## src/core/shr_consts.svh

```systemverilog
// Constants of the sensor host register file: offsets, field positions, codes.
// Assumes inclusion by the package, design and checker files only.
`ifndef SHR_CONSTS_SVH
`define SHR_CONSTS_SVH

`define SHR_ADDR_COMMAND 8'h22
`define SHR_ADDR_TEMP 8'h2e
`define SHR_ADDR_PRESS 8'h30
`define SHR_ADDR_SNAPSHOT 8'h32
`define SHR_ADDR_LIVE 8'h36

`define SHR_CMD_SLEEP 16'h6c32
`define SHR_CMD_RESET 16'hb169
`define SHR_CMD_RESET_VAL 16'h0000

`define SHR_BIT_IDLE 0
`define SHR_BIT_PRESS_UP 3
`define SHR_BIT_TEMP_UP 4
`define SHR_BIT_PRESS_MISSED 14
`define SHR_BIT_TEMP_MISSED 15

`define SHR_EVENT_MASK 16'hcb9e
`define SHR_LEVEL_MASK 16'h3460
`define SHR_EXT_EVENT_MASK 16'h0b86

`endif

```

## src/core/shr_pkg.sv

```systemverilog
// Types of the sensor host register file.
// Assumes shr_consts.svh is on the include path.
`include "shr_consts.svh"

package shr_pkg;

   typedef enum logic [1:0] {
      ST_LOAD,
      ST_RUN,
      ST_SLEEP
   } shr_state_t;

   typedef struct packed {
      shr_state_t st;
      logic [15:0] commandWord;
      logic [15:0] tempResult;
      logic [15:0] pressResult;
      logic [15:0] events;
      logic [1:0] snapBits;
      logic crcFail;
      logic softReset;
   } shr_regs_t;

   typedef struct packed {
      logic [7:0] ptr;
      logic aligned;
      logic [7:0] lowByte;
      logic [7:0] hiByte;
      logic [7:0] rdData;
      logic rdValid;
   } shr_lane_t;

endpackage

```

## src/core/shr_byte_lane.sv

```systemverilog
// Byte lane between the serial slave and the word registers.
// Assumes the slave gives one start pulse per frame and one strobe per byte.
`timescale 1ns/1ps
`default_nettype none
`include "shr_consts.svh"

module shr_byte_lane (
   // Clock and reset
   input wire logic clk,
   input wire logic reset_n,
   // Byte side
   input wire logic accStart,
   input wire logic [7:0] accAddr,
   input wire logic wrByte,
   input wire logic [7:0] wrData,
   input wire logic rdByte,
   output logic [7:0] rdData,
   output logic rdValid,
   // Word side
   output logic wordWr,
   output logic wordRd,
   output logic [7:0] wordAddr,
   output logic [15:0] wordWrData,
   input wire logic [15:0] wordRdData
);
   import shr_pkg::*;

   shr_lane_t s;
   shr_lane_t next_s;

   always_comb begin
      next_s = s;
      next_s.rdValid = 1'b0;
      wordWr = 1'b0;
      wordRd = 1'b0;
      wordAddr = {s.ptr[7:1], 1'b0};
      wordWrData = {wrData, s.lowByte};
      if (accStart) begin
         next_s.ptr = accAddr;
         next_s.aligned = ~accAddr[0];
      end else if (wrByte) begin
         if (s.aligned) begin
            // Low byte is staged; the high byte commits the whole word
            if (!s.ptr[0]) begin
               next_s.lowByte = wrData;
            end else begin
               wordWr = 1'b1;
            end
         end
         next_s.ptr = 8'(s.ptr + 8'h01);
      end else if (rdByte) begin
         next_s.rdValid = 1'b1;
         if (!s.aligned) begin
            next_s.rdData = 8'h00;
         end else if (!s.ptr[0]) begin
            // Whole word captured at the low byte so the halves stay consistent
            wordRd = 1'b1;
            next_s.rdData = wordRdData[7:0];
            next_s.hiByte = wordRdData[15:8];
         end else begin
            next_s.rdData = s.hiByte;
         end
         next_s.ptr = 8'(s.ptr + 8'h01);
      end
   end

   always_ff @(posedge clk) begin
      if (!reset_n) begin
         s <= '0;
      end else begin
         s <= next_s;
      end
   end

   assign rdData = s.rdData;
   assign rdValid = s.rdValid;

endmodule // shr_byte_lane
`default_nettype wire

```

## src/core/shr_register_file.sv

```systemverilog
// Host register file: command word, results, live and snapshot status.
// Assumes a serial slave feeding the byte port and a measurement core feeding loads.
`timescale 1ns/1ps
`default_nettype none
`include "shr_consts.svh"

module shr_register_file (
   // Clock and reset
   input wire logic clk,
   input wire logic reset_n,
   // Serial slave byte port
   input wire logic accStart,
   input wire logic [7:0] accAddr,
   input wire logic wrByte,
   input wire logic [7:0] wrData,
   input wire logic rdByte,
   output logic [7:0] rdData,
   output logic rdValid,
   // Measurement core
   input wire logic tempLoad,
   input wire logic [15:0] tempValue,
   input wire logic pressLoad,
   input wire logic [15:0] pressValue,
   input wire logic [15:0] extEvents,
   input wire logic [15:0] levelStatus,
   // Configuration memory
   output logic cfgLoadReq,
   input wire logic cfgLoadDone,
   input wire logic cfgCrcOk,
   // Power control
   output logic sleepMode,
   output logic softReset,
   output logic [15:0] commandWord
);
   import shr_pkg::*;

   shr_regs_t s;
   shr_regs_t next_s;
   logic wordWr;
   logic wordRd;
   logic [7:0] wordAddr;
   logic [15:0] wordWrData;
   logic [15:0] wordRdData;
   logic [15:0] liveWord;
   logic takeTemp;
   logic takePress;
   logic cmdWrite;
   logic liveWrite;
   logic tempRead;
   logic pressRead;
   logic sleepCmd;
   logic resetCmd;

   localparam shr_regs_t RESET_REGS = '{
      st: ST_LOAD,
      commandWord: `SHR_CMD_RESET_VAL,
      tempResult: 16'h0000,
      pressResult: 16'h0000,
      events: 16'h0000,
      snapBits: 2'b00,
      crcFail: 1'b0,
      softReset: 1'b0
   };

   shr_byte_lane lane (
      .clk(clk),
      .reset_n(reset_n),
      .accStart(accStart),
      .accAddr(accAddr),
      .wrByte(wrByte),
      .wrData(wrData),
      .rdByte(rdByte),
      .rdData(rdData),
      .rdValid(rdValid),
      .wordWr(wordWr),
      .wordRd(wordRd),
      .wordAddr(wordAddr),
      .wordWrData(wordWrData),
      .wordRdData(wordRdData)
   );

   // Live status: stored events, hardware levels, idle from the sequencer
   function automatic logic [15:0] live_status(input shr_regs_t r, input logic [15:0] lvl);
      logic [15:0] w;
      w = (r.events & `SHR_EVENT_MASK) | (lvl & `SHR_LEVEL_MASK);
      w[`SHR_BIT_IDLE] = (r.st == ST_RUN);
      return w;
   endfunction

   assign liveWord = live_status(s, levelStatus);

   // Word strobe aimed at one register address
   function automatic logic word_hit(input logic strobe, input logic [7:0] addr,
         input logic [7:0] target);
      return strobe && (addr == target);
   endfunction

   // New result: raise the up flag, and the missed flag when the last one went unread
   function automatic logic [15:0] flag_update(input logic [15:0] ev,
         input logic [15:0] prevEv, input int upBit, input int missedBit);
      logic [15:0] r;
      r = ev;
      r[upBit] = 1'b1;
      if (prevEv[upBit]) begin
         r[missedBit] = 1'b1;
      end
      return r;
   endfunction

   // Word-level strobes, decoded once and shared by the update logic
   assign cmdWrite = word_hit(wordWr, wordAddr, `SHR_ADDR_COMMAND);
   assign liveWrite = word_hit(wordWr, wordAddr, `SHR_ADDR_LIVE);
   assign tempRead = word_hit(wordRd, wordAddr, `SHR_ADDR_TEMP);
   assign pressRead = word_hit(wordRd, wordAddr, `SHR_ADDR_PRESS);
   assign sleepCmd = cmdWrite && (wordWrData == `SHR_CMD_SLEEP);
   // Reset code outranks every other update in its cycle, hardware sets included
   assign resetCmd = cmdWrite && (wordWrData == `SHR_CMD_RESET);

   // Read mux; the command word is write-only and unmapped words read zero
   function automatic logic [15:0] read_word(input logic [7:0] addr, input shr_regs_t r,
         input logic [15:0] live);
      logic [15:0] w;
      case (addr)
         `SHR_ADDR_TEMP: w = r.tempResult;
         `SHR_ADDR_PRESS: w = r.pressResult;
         `SHR_ADDR_SNAPSHOT: begin
            // Live bits, except the two copies taken when the results were read
            w = live;
            w[`SHR_BIT_TEMP_UP] = r.snapBits[1];
            w[`SHR_BIT_PRESS_UP] = r.snapBits[0];
         end
         `SHR_ADDR_LIVE: w = live;
         default: w = 16'h0000;
      endcase
      return w;
   endfunction

   assign wordRdData = read_word(wordAddr, s, liveWord);

   // A failed CRC freezes both results; sleep and loading also block them
   assign takeTemp = tempLoad && (s.st == ST_RUN) && !s.crcFail;
   assign takePress = pressLoad && (s.st == ST_RUN) && !s.crcFail;

   always_comb begin
      next_s = s;
      next_s.softReset = 1'b0;
      // Host side clears are applied first so that hardware sets win
      if (tempRead) begin
         next_s.snapBits[1] = s.events[`SHR_BIT_TEMP_UP];
         next_s.events[`SHR_BIT_TEMP_UP] = 1'b0;
      end
      if (pressRead) begin
         next_s.snapBits[0] = s.events[`SHR_BIT_PRESS_UP];
         next_s.events[`SHR_BIT_PRESS_UP] = 1'b0;
      end
      if (liveWrite) begin
         next_s.events = next_s.events & ~(wordWrData & `SHR_EVENT_MASK);
      end
      // Only two words are writable; other writes drop silently
      if (cmdWrite) begin
         next_s.commandWord = wordWrData;
      end
      if (sleepCmd) begin
         next_s.st = ST_SLEEP;
      end
      if (resetCmd) begin
         // Everything but the pulse returns to its power-up value
         next_s = RESET_REGS;
         next_s.softReset = 1'b1;
      end else begin
         next_s.events = next_s.events | (extEvents & `SHR_EXT_EVENT_MASK);
         // A result taken while its flag is still up marks the earlier one as missed
         if (takeTemp) begin
            next_s.tempResult = tempValue;
            next_s.events = flag_update(next_s.events, s.events, `SHR_BIT_TEMP_UP,
               `SHR_BIT_TEMP_MISSED);
         end
         if (takePress) begin
            next_s.pressResult = pressValue;
            next_s.events = flag_update(next_s.events, s.events, `SHR_BIT_PRESS_UP,
               `SHR_BIT_PRESS_MISSED);
         end
         // Power-up sequence: load configuration memory and latch the CRC verdict
         case (s.st)
            ST_LOAD: begin
               if (cfgLoadDone) begin
                  next_s.crcFail = !cfgCrcOk;
                  next_s.st = ST_RUN;
               end
            end
            ST_RUN: begin
               // Results are taken only in this state
            end
            ST_SLEEP: begin
               // Left only by the reset code or by reset_n
            end
            default: next_s.st = ST_LOAD;
         endcase
      end
   end

   // Results read back as zero until their first measurement has been taken
   always_ff @(posedge clk) begin
      if (!reset_n) begin
         s <= RESET_REGS;
      end else begin
         s <= next_s;
      end
   end

   // Request stays up for the whole load so a slow memory can take its time
   assign cfgLoadReq = (s.st == ST_LOAD);
   // Conditioning stays powered down for as long as this level is high
   assign sleepMode = (s.st == ST_SLEEP);
   // One-cycle pulse asks the rest of the sensor to restart with us
   assign softReset = s.softReset;
   assign commandWord = s.commandWord;

endmodule // shr_register_file
`default_nettype wire

```

## config.mk

```make
export PLATFORM = sky130hd
export DESIGN_NAME = shr_register_file
export DESIGN_NICKNAME = d
export VERILOG_FILES = /design/src/core/shr_pkg.sv /design/src/core/shr_byte_lane.sv /design/src/core/shr_register_file.sv
export VERILOG_INCLUDE_DIRS = /design/src /design/src/core
export SDC_FILE = /design/constraint.sdc
export NUM_CORES = 1
export LEC_CHECK = 0
export ABC_AREA = 1
export BUFFER_PORTS_ARGS = -buffer_cell sky130_fd_sc_hd__buf_2
export CORE_MARGIN = 3
export CORE_UTILIZATION = 45
export CTS_BUF_LIST = sky130_fd_sc_hd__clkbuf_8
export DETAILED_ROUTE_END_ITERATION = 12
export PLACE_DENSITY = 0.65
export SYNTH_ARGS = -nofsm -noshare
export SYNTH_HDL_FRONTEND = slang
export SYNTH_SLANG_ARGS = --single-unit
```

## constraint.sdc

```tcl
create_clock -name clk -period 1.8 [get_ports clk]
set_input_delay 0.54 -clock clk [delete_from_list [all_inputs] [get_ports clk]]
set_output_delay 0.54 -clock clk [all_outputs]
set_load 0.02 [all_outputs]
```

==> impl_metrics.toml <==
[die]
io-pin-count = 117
die_h_um = 108
fp.dieArea_um2 = 11600
placeableCoreArea_um2 = 9910
std_cell_rows = 36
die_w_um = 108
initial_utilization_pct = 47.1

[worst_setup_path]
max_stage_delay_ns = 0.34
critPathTopFamily = "flip-flops"
slowest_stage = "dfxtp_2"
cp.required_ns = 1.26
cp.depth = 3
crit_fanout = 3
path_buf_inv = 2
cp.arrival_ns = 1.17
crit_type = "reg -> out"
crit_path_end_kind = "output pin"
startpoint_type = "flop"
rr_worst_depth = 9
path_cells = "inv_1 -> ha_1 -> buf_2"

[placed_design]
place_inst = 868
dpl.hpwl_um = 9110
io_buffers = 95
gp_congestion = 0.879

[detailed_routing]
via_count = 4512
drt_pass1_iterations = 4
vias_per_cell = 5.10
post_drt_wl_per_cell_um = 13.7
finalWirelength_um = 12100
route.detailed.drc = 0
initialDrtViolationCount = 188
ant_nets = 0

[layout]
final_util_pct = 55.0
final_nets = 840
instances_no_fill = 884
area_delta_synth_final_pct = 16.9
antenna_cells = 0
fillCellCount = 1007
layout_commonest_cell = "nand2_1"
multiInputGateArea_um2 = 2150
layout_common_cells = "nand2_1 (193), a21oi_1 (98), dfxtp_1 (95), buf_2 (95), nand3_1 (57)"
drive_gt1_share_pct = 21.7
ff_latch_area_um2 = 1970

[global_routing]
grt_pass1_wl_um = 20100
overflow = 0
grt_pass1_vias = 4147
grt_antenna_before_repair = 0
grt_usage_pct = 21.5
grt_start_max_net_pins = 43

[yosys]
synth_top_area_share_pct = 42.1
syn_area_um2 = 4660
synthTopCellsByArea = "dfxtp_1 (42%), nand2_1 (16%), a21oi_1 (11%)"
yosysTopAreaCell = "dfxtp_1"
ys_seq_area_share_pct = 42.1
synthCells = 662
synth_fp_nets = 756
synth_seq_cells = 98
ys_warn_count = 0
synth_cell_types = 29
avgSynthCellArea_um2 = 7.04

[cts]
cts.reportedPaths.clkPinSlew_ns = 0.10
cts_setup_buffers = 0
clock_sinks = 98
clkLatencyLatePin_ns = 0.37
htree_num_levels = 3
cts_root_buf = "clkbuf_8"
cts_tree = "built"
cts_buffer_depth = 2
cts_made_buffers = 9

[sta]
finalSetupViolCount = 0
finalCriticalPeriod_ns = 1.71
fmax_mhz = 583
tightest_slew_ns = 0.331
relSlewSlack_pct = 77.9
fin_hold_ws_ns = 0.405
slew_violations = 0
rsz0062_at_grt = "false"
skew_ns = 0.00899
hold_viol = 0
final.setup.tns_ns = 0
fin_crit_sh_pct = 95.2

[pwr]
ir_drop_v = 0.000417
p_total_w = 0.00429
p_per_area_nw_per_um2 = 788
power.leakage_nw = 2.32

[worst_hold_path]
hold_depth = 3
hp-class = "in -> reg"

[run]
cap_viol_max_count = 0

[outcome]
outcome = "finished, final reports clean"
## area by class of cell
| type | instances | share of cell area, % |
|---|---|---|
| Tap cell | 133 | 3.05 |
| Multi-Input combinational cell | 460 | 39.4 |
| Clock buffer | 11 | 2.78 |
| Sequential cell | 98 | 36.1 |
| Timing Repair Buffer | 127 | 14.0 |
| Inverter | 50 | 3.54 |
| Clock inverter | 5 | 1.10 |
## path summary, 6_finish.rpt
kind	to	slack [ns]	start
worst min register to register	commandWord[15]	0.46	commandWord[15]
worst min-delay path	s[13]	0.41	extEvents[9]
worst max register to register	s[69]	0.20	lane.s[26]
worst max-delay path	cfgLoadReq	0.09	s[69]
## synthesized netlist by cell type
cell,count
a211oi_1,3
a21oi_1,98
a31oi_1,2
buf_1,2
buf_2,5
buf_4,26
buf_6,8
clkbuf_1,13
clkinv_1,2
clkinv_2,1
dfxtp_1,98
ha_1,5
inv_1,44
inv_2,3
nand2_1,193
nand2_2,1
nand2_4,2
nand3_1,57
nand3_2,1
nand4_1,19
nor2_1,27
nor2_2,3
nor2_4,1
nor3_1,9
nor3_4,1
nor4_1,1
o21ai_0,34
or2_2,2
xor2_1,1
## worst min-delay path, cell delays in order
cell,delay [ns]
buf_2,0.10
inv_1,0.04
a21oi_1,0.05
## power breakdown
group          internal (W)  switching (W)  total (W)
Combinational      0.000193       0.000291   0.000484
Clock              0.000724       0.000779    0.00150
Sequential          0.00225      0.0000610    0.00231
Total               0.00316        0.00113    0.00429
## sequential cells by signal (all words and copies together) (netlist names)
signal,flops
lane.rdData,8
lane.wordWrData,8
commandWord,16
softReset,1
lane.s,10
lane.rdValid,1
lane.wordAddr,7
s,47
## repair_timing
action	4_1_cts	5_1_grt
hold buffers	0	0
pin swaps	0	1
gates resized for setup	1	4
endpoints found under the setup margin	1	5
## per-stage QoR
step	setup slack (ns)	instance area [um^2]
2_1_floorplan	0.188	4660
3_5_place_dp	0.0769	5230
3_3_place_gp	0.0971	5230
5_1_grt	0.0122	5450
6_report	0.0861	5450
4_1_cts	0.0359	5440
## cell families after synthesis
family / after synthesis / synth area share [%]
AO/OA/AOI/OAI: 137 / 14.9
XOR/XNOR: 1 / 0.188
adder cells (fa/ha/maj): 5 / 1.34
buffers and inverters: 104 / 11.9
flip-flops: 98 / 42.1
AND/OR/NAND/NOR: 317 / 29.6
## layer usage
metal	vias up	wire, um	track usage, %
met1	2044	5740	31.3
met5	-	0	0
li1	2327	-	-
met2	130	5370	32.1
met3	11	835	4.38
met4	0	142	6.22
Power figures use the tool's default switching activity.
